### src/design/pad_mux_pkg.sv
// Purpose: shared constants and types for strap decode and pad mux
// Assumes: 200 MHz clock, 4-bit pad function codes
// Notes: pad indices order the pad vectors of the top module
package pad_mux_pkg;
  // ==========================================================
  // timing
  localparam int CLK_PERIOD_NS = 5;
  localparam int STRAP_DELAY_MS = 2;
  localparam int STRAP_DELAY_CYC = STRAP_DELAY_MS * 1000000 / CLK_PERIOD_NS;
  localparam int STRAP_CNT_W = 20;
  // ==========================================================
  // strap reset values (internal pulls)
  localparam logic HOST_SEL_RST = 1'b1;
  localparam logic VOLT_SEL_RST = 1'b0;
  localparam logic CPU_FREE_RST = 1'b1;
  localparam logic GENERIC_SERIAL_PERIPH_MODE_SEL_RST = 1'b1;
  // ==========================================================
  // pads
  localparam int NUM_PADS = 15;
  localparam int P_CTS = 0;
  localparam int P_RTS = 1;
  localparam int P_RXD = 2;
  localparam int P_TXD = 3;
  localparam int P_PIN = 4;
  localparam int P_POUT = 5;
  localparam int P_PSYNC = 6;
  localparam int P_PCLK = 7;
  localparam int P_SDO = 8;
  localparam int P_SDI = 9;
  localparam int P_SWS = 10;
  localparam int P_SCLK = 11;
  localparam int P_G1 = 12;
  localparam int P_G0 = 13;
  localparam int P_CREQ = 14;
  // ==========================================================
  // function codes
  localparam logic [3:0] FN_BASE = 4'h0;
  localparam logic [3:0] FN_PCM = 4'h1;
  localparam logic [3:0] FN_PCM2 = 4'h2;
  localparam logic [3:0] FN_HCLK = 4'h3;
  localparam logic [3:0] FN_ALT4 = 4'h4;
  localparam logic [3:0] FN_I2SM = 4'h5;
  localparam logic [3:0] FN_ALT7 = 4'h7;
  localparam logic [3:0] FN_FLASH = 4'hf;
  // ==========================================================
  // types
  typedef enum logic [1:0] {HOST_UNSUP = 2'b00, HOST_SDIO = 2'b01, HOST_GENERIC_SERIAL_PERIPH_MODE = 2'b10} host_mode_t;
  typedef enum logic {ST_WAIT = 1'b0, ST_DONE = 1'b1} strap_state_t;
  typedef struct packed {
    logic uart_rts_n, uart_txd, pcm_out, pcm_sync, pcm_clk, pcm_master;
    logic i2s_msdo, i2s_mws, audio_master_clock_out, i2s_ssdo;
    logic link_indicator, hclk, low_power_osc_out, status, clk_req, class1_2, clk_12p288;
    logic flash_serial_clock, flash_data_out, flash_chip_select_n;
    logic [7:0] gpio_o, gpio_oe, agpio_o, agpio_oe;
  } core_out_t;
  typedef struct packed {
    logic uart_cts_n, uart_rxd, pcm_in, pcm_sync, pcm_clk;
    logic i2s_sdi, i2s_sws, audio_slave_clock_in, flash_data_in, coex_tx_grant;
    logic [7:0] gpio_i, agpio_i;
  } core_in_t;
endpackage

### src/design/strap_pad_mux.sv
// Purpose: strap sampling/decode and per-pad function mux for radio pads
// Assumes: all inputs synchronous to clk; pad levels include board pulls
// Notes: pads stay undriven until the strap sample is taken
module strap_pad_mux #(
  parameter int STRAP_DELAY = pad_mux_pkg::STRAP_DELAY_CYC,
  parameter int CNT_W = pad_mux_pkg::STRAP_CNT_W
) (
  input wire logic clk,
  input wire logic rst,
  input wire logic ce,
  input wire logic ext_por_n,
  input wire logic host_sel_strap,
  input wire logic pad_voltage_strap,
  input wire logic cpu_free_strap,
  input wire logic generic_serial_periph_mode_sel_strap,
  input wire logic [pad_mux_pkg::NUM_PADS-1:0][3:0] pad_func,
  input wire logic [pad_mux_pkg::NUM_PADS-1:0] pad_i,
  output logic [pad_mux_pkg::NUM_PADS-1:0] pad_o,
  output logic [pad_mux_pkg::NUM_PADS-1:0] pad_oe,
  input wire pad_mux_pkg::core_out_t core_out,
  output pad_mux_pkg::core_in_t core_in,
  input wire logic radio_slot_active,
  output logic coex_rf_activity,
  output logic radio_tx_allowed,
  output logic strap_done,
  output pad_mux_pkg::host_mode_t host_mode,
  output logic generic_serial_periph_mode,
  output logic io_3v3,
  output logic cpu_free
);
  localparam int P = pad_mux_pkg::NUM_PADS;
  localparam logic [CNT_W-1:0] CNT_LAST = CNT_W'(STRAP_DELAY - 1);

  if (STRAP_DELAY < 1 || STRAP_DELAY >= (2 ** CNT_W)) begin : g_chk
    $error("strap delay does not fit the counter");
  end
  // ==========================================================
  // strap sampling
  pad_mux_pkg::strap_state_t st_r;
  logic [CNT_W-1:0] cnt_r;
  logic host_sel_r, volt_sel_r, cpu_free_r, generic_serial_periph_mode_sel_r;
  wire sample_now = (st_r == pad_mux_pkg::ST_WAIT) && (cnt_r == CNT_LAST);
  pad_mux_pkg::host_mode_t mode_nxt;
  logic v33_nxt;

  // decode of the live pins, captured at the sample instant only
  assign mode_nxt = host_sel_strap ? pad_mux_pkg::HOST_SDIO :
                    generic_serial_periph_mode_sel_strap ? pad_mux_pkg::HOST_GENERIC_SERIAL_PERIPH_MODE : pad_mux_pkg::HOST_UNSUP;
  assign v33_nxt = (!host_sel_strap && !generic_serial_periph_mode_sel_strap) ? 1'b1 : pad_voltage_strap;

  always_ff @(posedge clk or posedge rst) begin
    if (rst) begin
      st_r <= pad_mux_pkg::ST_WAIT;
      cnt_r <= '0;
    end else if (ce) begin
      if (!ext_por_n) begin
        st_r <= pad_mux_pkg::ST_WAIT;
        cnt_r <= '0;
      end else begin
        case (st_r)
          pad_mux_pkg::ST_WAIT: begin
            if (sample_now) begin
              st_r <= pad_mux_pkg::ST_DONE;
            end else begin
              cnt_r <= cnt_r + 1'b1;
            end
          end
          pad_mux_pkg::ST_DONE: st_r <= pad_mux_pkg::ST_DONE;
          default: st_r <= pad_mux_pkg::ST_WAIT;
        endcase
      end
    end
  end

  always_ff @(posedge clk or posedge rst) begin
    if (rst) begin
      host_sel_r <= pad_mux_pkg::HOST_SEL_RST;
      volt_sel_r <= pad_mux_pkg::VOLT_SEL_RST;
      cpu_free_r <= pad_mux_pkg::CPU_FREE_RST;
      generic_serial_periph_mode_sel_r <= pad_mux_pkg::GENERIC_SERIAL_PERIPH_MODE_SEL_RST;
      host_mode <= pad_mux_pkg::HOST_SDIO;
      io_3v3 <= 1'b0;
    end else if (ce && ext_por_n && sample_now) begin
      host_sel_r <= host_sel_strap;
      volt_sel_r <= pad_voltage_strap;
      cpu_free_r <= cpu_free_strap;
      generic_serial_periph_mode_sel_r <= generic_serial_periph_mode_sel_strap;
      host_mode <= mode_nxt;
      io_3v3 <= v33_nxt;
    end
  end

  assign strap_done = (st_r == pad_mux_pkg::ST_DONE);
  assign cpu_free = cpu_free_r;
  assign generic_serial_periph_mode = (host_mode == pad_mux_pkg::HOST_GENERIC_SERIAL_PERIPH_MODE);

  // ==========================================================
  // output mux: drv = {level, enable}, 00 means undriven
  wire [1:0] gd [8];
  wire [1:0] ad [8];
  for (genvar k = 0; k < 8; k++) begin : g_gp
    assign gd[k] = {core_out.gpio_o[k], core_out.gpio_oe[k]};
    assign ad[k] = {core_out.agpio_o[k], core_out.agpio_oe[k]};
  end
  wire [P-1:0][3:0] f = pad_func;
  wire pm = core_out.pcm_master;
  logic [1:0] drv [P];
  always_comb begin
    for (int i = 0; i < P; i++) begin
      drv[i] = 2'b00;
    end
    case (f[pad_mux_pkg::P_CTS])
      pad_mux_pkg::FN_ALT7: drv[pad_mux_pkg::P_CTS] = ad[1];
      default: ;
    endcase
    case (f[pad_mux_pkg::P_RTS])
      pad_mux_pkg::FN_BASE: drv[pad_mux_pkg::P_RTS] = {core_out.uart_rts_n, 1'b1};
      pad_mux_pkg::FN_ALT7: drv[pad_mux_pkg::P_RTS] = ad[0];
      default: ;
    endcase
    case (f[pad_mux_pkg::P_RXD])
      pad_mux_pkg::FN_ALT7: drv[pad_mux_pkg::P_RXD] = gd[5];
      default: ;
    endcase
    case (f[pad_mux_pkg::P_TXD])
      pad_mux_pkg::FN_BASE: drv[pad_mux_pkg::P_TXD] = {core_out.uart_txd, 1'b1};
      pad_mux_pkg::FN_ALT7: drv[pad_mux_pkg::P_TXD] = gd[4];
      default: ;
    endcase
    case (f[pad_mux_pkg::P_PIN])
      pad_mux_pkg::FN_BASE: drv[pad_mux_pkg::P_PIN] = ad[3];
      pad_mux_pkg::FN_HCLK: drv[pad_mux_pkg::P_PIN] = {core_out.hclk, 1'b1};
      default: ;
    endcase
    case (f[pad_mux_pkg::P_POUT])
      pad_mux_pkg::FN_BASE: drv[pad_mux_pkg::P_POUT] = ad[2];
      pad_mux_pkg::FN_PCM, pad_mux_pkg::FN_PCM2: drv[pad_mux_pkg::P_POUT] = {core_out.pcm_out, 1'b1};
      pad_mux_pkg::FN_HCLK: drv[pad_mux_pkg::P_POUT] = {core_out.link_indicator, 1'b1};
      pad_mux_pkg::FN_I2SM: drv[pad_mux_pkg::P_POUT] = {core_out.i2s_msdo, 1'b1};
      pad_mux_pkg::FN_ALT7: drv[pad_mux_pkg::P_POUT] = {core_out.i2s_ssdo, 1'b1};
      pad_mux_pkg::FN_FLASH: drv[pad_mux_pkg::P_POUT] = {core_out.flash_data_out, 1'b1};
      default: ;
    endcase
    case (f[pad_mux_pkg::P_PSYNC])
      pad_mux_pkg::FN_BASE: drv[pad_mux_pkg::P_PSYNC] = ad[1];
      pad_mux_pkg::FN_PCM, pad_mux_pkg::FN_PCM2: drv[pad_mux_pkg::P_PSYNC] = {core_out.pcm_sync, pm};
      pad_mux_pkg::FN_HCLK: drv[pad_mux_pkg::P_PSYNC] = {core_out.hclk, 1'b1};
      pad_mux_pkg::FN_ALT4: drv[pad_mux_pkg::P_PSYNC] = {core_out.low_power_osc_out, 1'b1};
      pad_mux_pkg::FN_I2SM: drv[pad_mux_pkg::P_PSYNC] = {core_out.i2s_mws, 1'b1};
      pad_mux_pkg::FN_FLASH: drv[pad_mux_pkg::P_PSYNC] = {core_out.flash_chip_select_n, 1'b1};
      default: ;
    endcase
    case (f[pad_mux_pkg::P_PCLK])
      pad_mux_pkg::FN_BASE: drv[pad_mux_pkg::P_PCLK] = ad[0];
      pad_mux_pkg::FN_PCM, pad_mux_pkg::FN_PCM2: drv[pad_mux_pkg::P_PCLK] = {core_out.pcm_clk, pm};
      pad_mux_pkg::FN_I2SM: drv[pad_mux_pkg::P_PCLK] = {core_out.audio_master_clock_out, 1'b1};
      pad_mux_pkg::FN_FLASH: drv[pad_mux_pkg::P_PCLK] = {core_out.flash_serial_clock, 1'b1};
      default: ;
    endcase
    case (f[pad_mux_pkg::P_SDO])
      pad_mux_pkg::FN_BASE: drv[pad_mux_pkg::P_SDO] = ad[5];
      pad_mux_pkg::FN_PCM: drv[pad_mux_pkg::P_SDO] = {core_out.pcm_out, 1'b1};
      pad_mux_pkg::FN_ALT4: drv[pad_mux_pkg::P_SDO] = {core_out.i2s_ssdo, 1'b1};
      pad_mux_pkg::FN_I2SM: drv[pad_mux_pkg::P_SDO] = {core_out.i2s_msdo, 1'b1};
      pad_mux_pkg::FN_ALT7: drv[pad_mux_pkg::P_SDO] = {core_out.status, 1'b1};
      default: ;
    endcase
    case (f[pad_mux_pkg::P_SDI])
      pad_mux_pkg::FN_BASE: drv[pad_mux_pkg::P_SDI] = ad[6];
      pad_mux_pkg::FN_HCLK: drv[pad_mux_pkg::P_SDI] = {core_out.hclk, 1'b1};
      default: ;
    endcase
    case (f[pad_mux_pkg::P_SWS])
      pad_mux_pkg::FN_BASE: drv[pad_mux_pkg::P_SWS] = gd[7];
      pad_mux_pkg::FN_PCM: drv[pad_mux_pkg::P_SWS] = {core_out.pcm_sync, pm};
      pad_mux_pkg::FN_HCLK: drv[pad_mux_pkg::P_SWS] = {core_out.link_indicator, 1'b1};
      pad_mux_pkg::FN_I2SM: drv[pad_mux_pkg::P_SWS] = {core_out.i2s_mws, 1'b1};
      default: ;
    endcase
    case (f[pad_mux_pkg::P_SCLK])
      pad_mux_pkg::FN_BASE: drv[pad_mux_pkg::P_SCLK] = gd[6];
      pad_mux_pkg::FN_PCM: drv[pad_mux_pkg::P_SCLK] = {core_out.pcm_clk, pm};
      pad_mux_pkg::FN_ALT4: drv[pad_mux_pkg::P_SCLK] = {core_out.low_power_osc_out, 1'b1};
      pad_mux_pkg::FN_I2SM: drv[pad_mux_pkg::P_SCLK] = {core_out.audio_master_clock_out, 1'b1};
      default: ;
    endcase
    case (f[pad_mux_pkg::P_G1])
      pad_mux_pkg::FN_BASE: drv[pad_mux_pkg::P_G1] = gd[1];
      pad_mux_pkg::FN_ALT7: drv[pad_mux_pkg::P_G1] = {core_out.class1_2, 1'b1};
      default: ;
    endcase
    case (f[pad_mux_pkg::P_G0])
      pad_mux_pkg::FN_BASE: drv[pad_mux_pkg::P_G0] = gd[0];
      pad_mux_pkg::FN_ALT4: drv[pad_mux_pkg::P_G0] = {core_out.clk_12p288, 1'b1};
      default: ;
    endcase
    case (f[pad_mux_pkg::P_CREQ])
      pad_mux_pkg::FN_BASE: drv[pad_mux_pkg::P_CREQ] = {core_out.clk_req, 1'b1};
      pad_mux_pkg::FN_ALT7: drv[pad_mux_pkg::P_CREQ] = ad[7];
      default: ;
    endcase
  end

  // ==========================================================
  // input routing; a pad not in a matching mode reads as 0, except uart_cts_n and uart_rxd which read as 1
  wire [P-1:0] p = pad_i;
  wire on_pcm_pin = (f[pad_mux_pkg::P_PIN] == pad_mux_pkg::FN_PCM) || (f[pad_mux_pkg::P_PIN] == pad_mux_pkg::FN_PCM2);
  wire on_pcm_sync = (f[pad_mux_pkg::P_PSYNC] == pad_mux_pkg::FN_PCM) || (f[pad_mux_pkg::P_PSYNC] == pad_mux_pkg::FN_PCM2);
  wire on_pcm_clk = (f[pad_mux_pkg::P_PCLK] == pad_mux_pkg::FN_PCM) || (f[pad_mux_pkg::P_PCLK] == pad_mux_pkg::FN_PCM2);
  wire coex_sel = (f[pad_mux_pkg::P_SDI] == pad_mux_pkg::FN_ALT7);
  pad_mux_pkg::core_in_t cin;

  always_comb begin
    cin = '0;
    cin.uart_cts_n = (f[pad_mux_pkg::P_CTS] == pad_mux_pkg::FN_BASE) ? p[pad_mux_pkg::P_CTS] : 1'b1;
    cin.uart_rxd = (f[pad_mux_pkg::P_RXD] == pad_mux_pkg::FN_BASE) ? p[pad_mux_pkg::P_RXD] : 1'b1;
    cin.pcm_in = on_pcm_pin ? p[pad_mux_pkg::P_PIN] :
                 (f[pad_mux_pkg::P_SDI] == pad_mux_pkg::FN_PCM) && p[pad_mux_pkg::P_SDI];
    // slave-only inputs: a master never listens to its own drive
    cin.pcm_sync = !pm && (on_pcm_sync ? p[pad_mux_pkg::P_PSYNC] :
                   (f[pad_mux_pkg::P_SWS] == pad_mux_pkg::FN_PCM) && p[pad_mux_pkg::P_SWS]);
    cin.pcm_clk = !pm && (on_pcm_clk ? p[pad_mux_pkg::P_PCLK] :
                  (f[pad_mux_pkg::P_SCLK] == pad_mux_pkg::FN_PCM) && p[pad_mux_pkg::P_SCLK]);
    cin.i2s_sdi = (f[pad_mux_pkg::P_PIN] == pad_mux_pkg::FN_ALT7) ? p[pad_mux_pkg::P_PIN] :
                  (f[pad_mux_pkg::P_SDI] == pad_mux_pkg::FN_ALT4) && p[pad_mux_pkg::P_SDI];
    cin.i2s_sws = (f[pad_mux_pkg::P_PSYNC] == pad_mux_pkg::FN_ALT7) ? p[pad_mux_pkg::P_PSYNC] :
                  (f[pad_mux_pkg::P_SWS] == pad_mux_pkg::FN_ALT7) && p[pad_mux_pkg::P_SWS];
    cin.audio_slave_clock_in = (f[pad_mux_pkg::P_PCLK] == pad_mux_pkg::FN_ALT7) ? p[pad_mux_pkg::P_PCLK] :
                               (f[pad_mux_pkg::P_SCLK] == pad_mux_pkg::FN_ALT7) && p[pad_mux_pkg::P_SCLK];
    cin.flash_data_in = (f[pad_mux_pkg::P_PIN] == pad_mux_pkg::FN_FLASH) && p[pad_mux_pkg::P_PIN];
    cin.coex_tx_grant = coex_sel && p[pad_mux_pkg::P_SDI];
    cin.gpio_i[0] = (f[pad_mux_pkg::P_G0] == pad_mux_pkg::FN_BASE) && p[pad_mux_pkg::P_G0];
    cin.gpio_i[1] = (f[pad_mux_pkg::P_G1] == pad_mux_pkg::FN_BASE) && p[pad_mux_pkg::P_G1];
    cin.gpio_i[4] = (f[pad_mux_pkg::P_TXD] == pad_mux_pkg::FN_ALT7) && p[pad_mux_pkg::P_TXD];
    cin.gpio_i[5] = (f[pad_mux_pkg::P_RXD] == pad_mux_pkg::FN_ALT7) && p[pad_mux_pkg::P_RXD];
    cin.gpio_i[6] = (f[pad_mux_pkg::P_SCLK] == pad_mux_pkg::FN_BASE) && p[pad_mux_pkg::P_SCLK];
    cin.gpio_i[7] = (f[pad_mux_pkg::P_SWS] == pad_mux_pkg::FN_BASE) && p[pad_mux_pkg::P_SWS];
    cin.agpio_i[0] = (f[pad_mux_pkg::P_PCLK] == pad_mux_pkg::FN_BASE) ? p[pad_mux_pkg::P_PCLK] :
                     (f[pad_mux_pkg::P_RTS] == pad_mux_pkg::FN_ALT7) && p[pad_mux_pkg::P_RTS];
    cin.agpio_i[1] = (f[pad_mux_pkg::P_PSYNC] == pad_mux_pkg::FN_BASE) ? p[pad_mux_pkg::P_PSYNC] :
                     (f[pad_mux_pkg::P_CTS] == pad_mux_pkg::FN_ALT7) && p[pad_mux_pkg::P_CTS];
    cin.agpio_i[2] = (f[pad_mux_pkg::P_POUT] == pad_mux_pkg::FN_BASE) && p[pad_mux_pkg::P_POUT];
    cin.agpio_i[3] = (f[pad_mux_pkg::P_PIN] == pad_mux_pkg::FN_BASE) && p[pad_mux_pkg::P_PIN];
    cin.agpio_i[5] = (f[pad_mux_pkg::P_SDO] == pad_mux_pkg::FN_BASE) && p[pad_mux_pkg::P_SDO];
    cin.agpio_i[6] = (f[pad_mux_pkg::P_SDI] == pad_mux_pkg::FN_BASE) && p[pad_mux_pkg::P_SDI];
    cin.agpio_i[7] = (f[pad_mux_pkg::P_CREQ] == pad_mux_pkg::FN_ALT7) && p[pad_mux_pkg::P_CREQ];
  end

  // ==========================================================
  // registered pad and core side; all but coex_rf_activity held idle until straps are taken
  for (genvar k = 0; k < P; k++) begin : g_pad
    always_ff @(posedge clk or posedge rst) begin
      if (rst) begin
        pad_o[k] <= 1'b0;
        pad_oe[k] <= 1'b0;
      end else if (ce) begin
        pad_o[k] <= strap_done && drv[k][1];
        pad_oe[k] <= strap_done && drv[k][0];
      end
    end
  end

  always_ff @(posedge clk or posedge rst) begin
    if (rst) begin
      core_in <= '0;
      coex_rf_activity <= 1'b0;
      radio_tx_allowed <= 1'b0;
    end else if (ce) begin
      core_in <= strap_done ? cin : '0;
      coex_rf_activity <= radio_slot_active;
      // without the coex pad selected there is no arbiter to wait for
      radio_tx_allowed <= strap_done && (!coex_sel || p[pad_mux_pkg::P_SDI]);
    end
  end
endmodule

### config.mk
export PLATFORM = sky130hd
export DESIGN_NAME = strap_pad_mux
export DESIGN_NICKNAME = d
export VERILOG_FILES = /design/src/design/pad_mux_pkg.sv /design/src/design/strap_pad_mux.sv
export SDC_FILE = /design/constraint.sdc
export NUM_CORES = 1
export LEC_CHECK = 0
export BUFFER_PORTS_ARGS = -buffer_cell sky130_fd_sc_hd__buf_2
export CAP_MARGIN = 25
export CORE_MARGIN = 4
export CORE_UTILIZATION = 49
export CTS_BUF_LIST = sky130_fd_sc_hd__clkbuf_4 sky130_fd_sc_hd__clkbuf_8
export DETAILED_ROUTE_END_ITERATION = 7
export GPL_TIMING_DRIVEN = 0
export PLACE_DENSITY = 0.8
export RECOVER_POWER = 50
export SKIP_LAST_GASP = 1
export SYNTH_ARGS = -nofsm -noshare
export SYNTH_HDL_FRONTEND = slang
export SYNTH_SLANG_ARGS = --single-unit
### constraint.sdc
create_clock -name clk -period 3.05 [get_ports clk]
set_input_delay 0.1525 -clock clk [delete_from_list [all_inputs] [get_ports clk]]
set_output_delay 0.1525 -clock clk [all_outputs]
set_load 0.005 [all_outputs]
==> results.ini, run 1 <==
[outcome]
status=complete, no violations

[detailed_routing]
route.final.wire_length_um=14240
postRouteAntennaNets=0
route.detailed.drc=0
wl_per_cell_um=17.38
drtIter0Drc=388
vias_per_cell=5.893
num_vias=4826
first_pass_iters=5

[yosys]
syn_area_um2=4492
yosys_warnings=0
ys_seq_area_share_pct=44.62
synth-edff-count=0
synth_area_per_cell_um2=8.790
synth.top_cells.by_count=dfrtp_1 (78), inv_1 (66), nand2_1 (40), o21ai_0 (38), nor2_1 (31)
synth_top_area_share_pct=43.45
netlist_instances=511
ys.flop_type=dfrtp_1
synth_top_area_cell=dfrtp_1
ys_types=54
yosysMostFrequentCell=dfrtp_1
async_flop_share_pct=100.0
synthTopCellsByArea=dfrtp_1 (43%), inv_1 (5.5%), o32ai_1 (4.3%)
ys_seq_elements=80

[floorplanning]
die_y_um=103.7
core-area_um2=8806
core.rowCount=34
ios=200
start_util_pct=51.01
die-area_um2=10760
die_w_um=103.7

[clocking]
cts_tree=built
cts_root_buf=clkbuf_8
cts_htree_levels=3
numCtsBuffers=9
cts_resized=0
clkSlewWorstSetupHoldPaths_ns=0.08
clockBufferDepth=2
holdBufCountCts=1
post-cts-setup-buffer-count=0
clkSinkCount=80
clock_latency_ns=0.35

[critical_path]
r2r_slack_ns=0.66
worst_setup_path_end_kind=flop
critPathLaunchType=flop
crit_type=reg2reg
critPathRequiredTime_ns=3.29
path_max_fanout=10
critPathArrivalTime_ns=2.64

[run]
cap_violations=0

[timing]
finalSetupViolations=0
timing.fmax_ghz=0.4180
fin_tns_setup_ns=0
max-slew-margin-rel_pct=6.701
drv_slew=0
worst-slew-pin-transition_ns=1.392
finalCritPeriodShare_pct=78.43
fin_skew_ns=0.01291
finalHoldViolCount=0
min_period_ns=2.392
rsz0062_at_grt=false

[final_layout]
stdcell_area_um2=5762
layout-drive-gt1-share_pct=28.73
stdcell_count=819
fin_nets=843
area_delta_synth_final_pct=28.27

[pwr]
cellPowerDensity_nw_per_um2=410.3
p_leak_nw=2.634
ir_drop_mv=0.2380

[grt]
grt_pass1_wl_um=22690
grt_usage_pct=25.74
antenna_found_initial=1
grt_max_degree=52
grt_pass1_vias=4624
overflow=0

[placed_design]
dp_hpwl_um=10980
place_congestion=0.9435
dp_cells=802
portBuffers=180
place_area_um2=5565

[worst_hold_path]
hold_class=in2reg

## metrics by stage
step | hold WS (ns) | power, W | setup WS [ns] | util (%)
floorplan | 0.2487 | 0.001334 | 0.8491 | -
global placement | 0.3598 | 0.001511 | -0.07835 | 62.86
detailed placement | 0.1746 | 0.001532 | 0.7404 | 63.20
CTS | 0.005969 | 0.002373 | 0.7266 | 65.69
global route | 0.02038 | 0.002469 | 0.4877 | 65.43
finish | 0.01149 | 0.002364 | 0.6577 | 65.43
## worst paths after layout
check                                to          from  depth (start not counted)
setup reg to reg               cnt_r[0]      cnt_r[1]                          6
min in group asynchronous     pad_oe[3]           rst                          3
hold reg to reg             core_in[15]   core_in[15]                          2
hold / removal                 pad_o[2]  core_out[29]                          3
max in group asynchronous  host_mode[0]           rst                          4
setup / recovery               cnt_r[0]      cnt_r[1]                          6
## flip-flops by register name (all words and copies together) (netlist names)
register,flops
core_in,23
pad_oe,15
cpu_free,1
host_mode,2
io_3v3,1
cnt_r,20
radio_tx_allowed,1
coex_rf_activity,1
pad_o,15
strap_done,1
## critical path, cell delays in order, from the launching register on
cell,delay (ns)
dfrtp_1,0.43
ha_1,0.21
nand3_1,0.24
nor3_1,0.60
a21oi_2,0.30
buf_6,0.24
mux2_2,0.26
## cell usage in the layout, fill, tap and decap left out, types with 10 or more instances in the layout
| cell type | instances |
|---|---|
| inv_1 | 65 |
| o32ai_1 | 22 |
| dfrtp_1 | 78 |
| clkbuf_1 | 38 |
| a21oi_1 | 27 |
| nor2_1 | 31 |
| o21ai_0 | 38 |
| nor3_1 | 14 |
| nand3_1 | 13 |
| buf_2 | 161 |
| a31oi_1 | 12 |
| o22ai_1 | 23 |
| a22oi_1 | 10 |
| mux2i_1 | 11 |
| nand2_1 | 40 |
## per-layer routing
metal,up-vias,routed length [um],track usage [%]
met5,-,0,0
met4,0,339,10.16
met3,28,1336,5.162
met2,254,6944,43.27
met1,2296,5616,32.72
li1,2248,-,-
## power by group
| part | internal (W) | switching (W) | total [W] |
|---|---|---|---|
| Sequential | 0.00110 | 0.0000255 | 0.00112 |
| Clock | 0.000473 | 0.000376 | 0.000849 |
| Combinational | 0.000168 | 0.000225 | 0.000394 |
| Total | 0.00174 | 0.000627 | 0.00236 |
## cell families (layout without fill, tap and decap cells)
group                    Yosys count  in the layout  share of synthesized area, %
AND/OR/NAND/NOR                  160            160                         19.08
other                              1              4                       0.08349
multiplexers                      20             20                         4.958
AO/OA/AOI/OAI                    152            152                         21.78
adder cells (fa/ha/maj)            2              2                        0.5014
XOR/XNOR                           3              3                        0.5851
flip-flops                        80             80                         44.62
buffers and inverters             93            290                         8.384
## cell type report
class                   instances  area [um^2]
inverters                      66        249.0
plain buffers                  27        128.9
fillers                       767         3044
flip-flops and latches         80         2004
multi-input cells             340         2118
clock buffers                  11        138.9
clock inverters                 4        70.07
diodes                          1        2.502
well taps                     108        135.1
repair buffers                182        914.6
(Power assumes the default switching activity.)
==> run 2, diff against run 1 <==
==> constraint.sdc (replaced) <==
create_clock -name clk -period 2.5 [get_ports clk]
set_input_delay 0.125 -clock clk [delete_from_list [all_inputs] [get_ports clk]]
set_output_delay 0.125 -clock clk [all_outputs]
set_load 0.005 [all_outputs]
==> results.ini, run 2 (same netlist as run 1, synthesis figures left out) <==
[final_layout]
area_delta_synth_final_pct=29.47
final_common_cell=buf_2
layout-drive-gt1-share_pct=28.73  ; about the same
largest_reg_flops=23  ; unchanged
diodes=0  ; -1
fin_nets=850  ; +0.83%
fin_util_pct=66.04  ; +0.61 points
top_regs=core_in x23, cnt_r x20
fillerInstances=756  ; -1.4%
stdcell_count=825  ; +0.73%
regMostFlops=core_in
layout_common_cells=buf_2 (162), dfrtp_1 (78), inv_1 (65), nand2_1 (40), o21ai_0 (38)

[timing]
finalCritPeriodShare_pct=90.25  ; +12 points
max-slew-margin-rel_pct=14.64  ; +7.9 points
finalSetupViolations=0  ; unchanged
finalHoldViolCount=0  ; unchanged
worst-slew-pin-transition_ns=1.273  ; -0.1185 ns
drv_slew=0  ; unchanged
timing.fmax_ghz=0.4432  ; +6.0%
fin_skew_ns=0.009838  ; -0.003067 ns
rsz0062_at_grt=false
min_period_ns=2.256  ; -0.1359 ns

[floorplanning]
die_y_um=103.7  ; unchanged
core.rowCount=34  ; unchanged
die_w_um=103.7  ; unchanged
die-area_um2=10760  ; unchanged
core-area_um2=8806  ; unchanged
ios=200  ; unchanged
start_util_pct=51.01  ; unchanged

[pwr]
switchingPower_w=0.0007708  ; +23%
power_frac_comb_pct=16.8  ; about the same
ir_drop_mv=0.2900  ; +22%
intPower_w=0.002122  ; +22%
pwr-share-seq_pct=47.3  ; about the same
p_leak_nw=2.660  ; +0.97%
p_sw_share_pct=26.65  ; +0.11 points
cellPowerDensity_nw_per_um2=497.4  ; +21%
clkPwrFrac_pct=36.0  ; about the same

[clocking]
clkSlewWorstSetupHoldPaths_ns=0.08  ; about the same
cts_htree_levels=3  ; unchanged
cts_tree=built
clock_latency_ns=0.35  ; about the same
clockBufferDepth=2  ; unchanged
numCtsBuffers=9  ; unchanged
clkSinkCount=80  ; unchanged
cts_root_buf=clkbuf_8

[grt]
grt_pass1_vias=4678  ; +1.2%
grt_max_degree=52  ; unchanged
overflow=0  ; unchanged
grt_usage_pct=26.03  ; +0.29 points
antenna_found_initial=0  ; -1
grt_pass1_wl_um=22960  ; +1.2%

[detailed_routing]
route.final.wire_length_um=14310  ; +0.51%
drtIter0Drc=401  ; +3.4%
num_vias=4838  ; +0.25%
vias_per_cell=5.864  ; -0.48%
postRouteAntennaNets=0  ; unchanged
first_pass_iters=5  ; unchanged
route.detailed.drc=0  ; unchanged
wl_per_cell_um=17.34  ; -0.23%

[placed_design]
place_congestion=0.9435  ; unchanged
portBuffers=180  ; unchanged
dp_cells=802  ; unchanged
dp_hpwl_um=10980  ; unchanged

[critical_path]
critPathArrivalTime_ns=2.52  ; -0.12 ns
path_max_fanout=10  ; unchanged
critPathRequiredTime_ns=2.77  ; -0.52 ns
crit_type=reg2reg
worst_setup_path_end_kind=flop
critPathLaunchType=flop

[run]
cap_violations=0  ; unchanged

[outcome]
status=complete, no violations

[worst_hold_path]
hold_class=in2reg

[run 2: path summary, 6_finish.rpt]
| path | end | slack [ns] | start | cells past startpoint |
|---|---|---|---|---|
| setup / recovery | pad_oe[2] | 0.24 | strap_done | 6 |
| hold / removal | coex_rf_activity | 0.006 | radio_slot_active | 2 |
| setup reg to reg | pad_oe[2] | 0.24 | strap_done | 6 |
| hold reg to reg | core_in[15] | 0.50 | core_in[15] | 2 |
| max in group asynchronous | core_in[6] | 0.59 | rst | 4 |
| min in group asynchronous | pad_oe[3] | 0.58 | rst | 3 |
[run 2: repair_timing]
item                                   in CTS  in global routing
setup endpoints to repair                   0                  2
resized for setup                           0                  1
hold buffers                                8                  0
endpoints found under the hold margin      36                  0
setup buffers                               0                  0
[run 2: critical path, stage by stage (launching register included)]
cell and delay (ns):
dfrtp_1 0.36, clkbuf_1 0.49, nand2_1 0.39, clkbuf_1 0.40
nor2_1 0.37, nand2_1 0.08, o21ai_0 0.09
[run 2: per-layer routing]
layer	vias up	track usage [%]	wire length, um
met5	-	0	0
met4	0	9.782	258
met3	30	5.162	1127
met2	235	44.25	7088
met1	2310	32.92	5833
li1	2263	-	-
[run 2: through the flow]
stage               power, W  worst slack [ns]  setup TNS, ns  cell area (um^2)  hold WS, ns
floorplan           0.001628            0.3266              0              4499       0.2212
global placement    0.001844           -0.6008         -46.43              5535       0.3323
detailed placement  0.001870            0.1904              0              5565       0.1471
CTS                 0.002903            0.1766              0              5854     0.002782
global route        0.003017           0.04739              0              5816     0.009448
finish              0.002893            0.2436              0              5816     0.006025
[run 2: cell type report]
type	count	area [um^2]	area share, %
plain buffers	27	128.9	2.216
clock buffers	11	138.9	2.388
clock inverters	4	70.07	1.205
inverters	66	249.0	4.281
multi-input cells	340	2123	36.51
flip-flops and latches	80	2004	34.47
well taps	108	135.1	2.324
repair buffers	189	965.9	16.61
[run 2: power groups by stage]
stage | Clock, W | Sequential (W) | Combinational, W
final | 0.00104 | 0.00137 | 0.000485
after global routing | 0.00111 | 0.00137 | 0.000536
after floorplan | 0 | 0.00139 | 0.000237
after global placement | 0 | 0.00139 | 0.000455
after detailed placement | 0 | 0.00139 | 0.000478
after CTS | 0.00105 | 0.00137 | 0.000490
==> run 3, diff against run 2 <==
--- a/config.mk
+++ b/config.mk
@@ -8,11 +8,11 @@
 export BUFFER_PORTS_ARGS = -buffer_cell sky130_fd_sc_hd__buf_2
 export CAP_MARGIN = 25
 export CORE_MARGIN = 4
-export CORE_UTILIZATION = 49
+export CORE_UTILIZATION = 53
 export CTS_BUF_LIST = sky130_fd_sc_hd__clkbuf_4 sky130_fd_sc_hd__clkbuf_8
 export DETAILED_ROUTE_END_ITERATION = 7
 export GPL_TIMING_DRIVEN = 0
-export PLACE_DENSITY = 0.8
+export PLACE_DENSITY = 0.85
 export RECOVER_POWER = 50
 export SKIP_LAST_GASP = 1
 export SYNTH_ARGS = -nofsm -noshare
==> constraint.sdc (replaced) <==
create_clock -name clk -period 2.85 [get_ports clk]
set_input_delay 0.1425 -clock clk [delete_from_list [all_inputs] [get_ports clk]]
set_output_delay 0.1425 -clock clk [all_outputs]
set_load 0.005 [all_outputs]
==> results.ini, run 3 (same netlist as run 1, synthesis figures left out) <==
[clocking]
holdBufCountCts=4  ; -4
cts_tree=built
cts_resized=0  ; unchanged
cts_root_buf=clkbuf_8
post-cts-setup-buffer-count=0  ; unchanged
clock_latency_ns=0.36  ; about the same
clockBufferDepth=2  ; unchanged
clkSinkCount=80  ; unchanged
clkSlewWorstSetupHoldPaths_ns=0.09  ; about the same
cts_htree_levels=3  ; unchanged
numCtsBuffers=9  ; unchanged

[critical_path]
slowest_delay_ns=0.57  ; +0.08 ns
worst-path-buf-inv=1  ; -1
path_max_fanout=10  ; unchanged
critPathArrivalTime_ns=2.58  ; +0.06 ns
critPathRequiredTime_ns=3.09  ; +0.32 ns
rr_worst_depth=6  ; unchanged
critPathTopFamily=simple AND/OR/NAND/NOR gates
crit_start=cnt_r[0]
crit_path_end=cnt_r[0]
cp_cell_sequence=ha_1 -> nand3_1 -> nor3_1 -> a21oi_2 -> buf_6 -> mux2_2
crit_type=reg2reg
r2r-end=cnt_r[0]
critPathLaunchType=flop
cp.depth=6  ; unchanged
cp_slowest_cell=nor3_1
worst_setup_path_end_kind=flop
r2r_slack_ns=0.51  ; +0.27 ns
crit-reg2reg-launch=cnt_r[0]

[final_layout]
fin_nets=846  ; -0.47%
regMostFlops=core_in
area_delta_synth_final_pct=28.72
fillerInstances=654  ; -13%
layout-drive-gt1-share_pct=28.99  ; +0.26 points
diodes=0  ; unchanged
top_regs=core_in x23, cnt_r x20
largest_reg_flops=23  ; unchanged
layout_common_cells=buf_2 (163), dfrtp_1 (78), inv_1 (65), nand2_1 (40), o21ai_0 (38)
final_common_cell=buf_2

[detailed_routing]
postRouteAntennaNets=0  ; unchanged
vias_per_cell=5.963  ; +1.7%
drtIter0Drc=268  ; -33%
num_vias=4884  ; +0.95%
route.detailed.drc=0  ; unchanged
wl_per_cell_um=17.83  ; +2.8%
first_pass_iters=5  ; unchanged
route.final.wire_length_um=14600  ; +2.0%

[placed_design]
dp_hpwl_um=11100  ; +1.1%
place_ws_ns=0.5682  ; +0.3778 ns
portBuffers=180  ; unchanged
place_congestion=0.9115  ; -3.4%

[timing]
worst-slew-pin-transition_ns=1.506  ; +0.2329 ns
max-slew-margin-rel_pct=-0.9683  ; -16 points
min_period_ns=2.339  ; +0.08236 ns
timing.fmax_ghz=0.4276  ; -3.5%
hold_ws_ns=0.008129  ; +0.002104 ns
drv_slew=32  ; +32
finalCritPeriodShare_pct=82.06  ; -8.2 points
fin_skew_ns=0.01332  ; +0.003478 ns
finalWorstSetupSlack_ns=0.5113  ; +0.2676 ns
rsz0062_at_grt=false
finalSetupViolations=0  ; unchanged
finalHoldViolCount=0  ; unchanged

[floorplanning]
die-area_um2=10010  ; -7.0%
start_util_pct=54.67  ; +3.7 points
core-area_um2=8217  ; -6.7%
ios=200  ; unchanged
die_w_um=100.1  ; -3.6%
core.rowCount=33  ; -2.9%
die_y_um=100.1  ; -3.6%

[pwr]
ir_drop_mv=0.2408  ; -17%
cellPowerDensity_nw_per_um2=432.1  ; -13%
p_leak_nw=2.644  ; -0.60%

[outcome]
violations=capacitance limit, slew limit
status=finished with violations

[run]
cap_violations=1  ; +1

[grt]
antenna_found_initial=0  ; unchanged
grt_usage_pct=28.42  ; +2.4 points
grt_pass1_wl_um=22620  ; -1.5%
overflow=0  ; unchanged
grt_pass1_vias=4746  ; +1.5%
grt_max_degree=50  ; -3.8%

[worst_hold_path]
hold_class=in2reg

[run 3: cell count changes in the layout (fill, tap and decap cells not counted), sizes merged]
cell         before  now
bufinv            2    1
dlygate4sd3       8    4
buf             169  171
clkinv            2    1
clkbuf           50   48
clkinvlp          1    4
[run 3: how the worst min path moves through the flow]
| stage | start | to | cells after the start | slack [ns] |
|---|---|---|---|---|
| after floorplan | pad_func[40] | core_in[15] | 1 | 0.24 |
| after global placement | core_out[29] | pad_o[2] | 3 | 0.36 |
| after detailed placement | rst | pad_o[5] | 2 | 0.18 |
| after CTS | core_out[1] | pad_oe[0] | 3 | 0.004 |
| after global routing | pad_func[7] | pad_oe[1] | 2 | 0.01 |
| final | core_out[1] | pad_oe[0] | 3 | 0.008 |
[run 3: layer usage]
layer | global-route usage, % | share of wire [%]
met1 | 35.89 | 39
met2 | 47.56 | 50
met3 | 4.448 | 7.6
met4 | 14.20 | 3.3
met5 | 0 | 0
[run 3: worst register-to-register path: cells and delay by family, from the launching register on]
kind | cells | cell delay (ns)
fa+ha+maj | 1 | 0.22
flops | 1 | 0.43
simple gates | 2 | 0.79
mux | 1 | 0.26
buf+inv | 1 | 0.23
compound gates | 1 | 0.29
[run 3: power breakdown]
part | switching (W) | total, W | internal, W
clock network | 0.000430 | 0.000867 | 0.000437
registers | 0.0000265 | 0.00120 | 0.00117
logic | 0.000250 | 0.000433 | 0.000183
total | 0.000706 | 0.00250 | 0.00179
[run 3: area by class of cell]
| class | count | area (um^2) | area share, % |
|---|---|---|---|
| Multi-Input combinational cell | 340 | 2118 | 36.64 |
| Sequential cell | 80 | 2004 | 34.67 |
| Timing Repair Buffer | 185 | 947.2 | 16.38 |
| Inverter | 66 | 249.0 | 4.306 |
| Clock buffer | 11 | 145.1 | 2.510 |
| Tap cell | 105 | 131.4 | 2.272 |
| Buffer | 27 | 128.9 | 2.229 |
| Clock inverter | 5 | 57.56 | 0.9955 |
[run 3: stage by stage]
step                std cells  total power (W)  TNS [ns]  instance area, um^2  utilization, %
finish                    819         0.002498         0                 5782           70.37
global route              819         0.002596         0                 5782           70.37
CTS                       819         0.002493         0                 5804           70.64
detailed placement        799         0.001641         0                 5562           67.69
global placement          798         0.001619    -19.65                 5532           67.32
floorplan                 513         0.001428         0                 4499               -
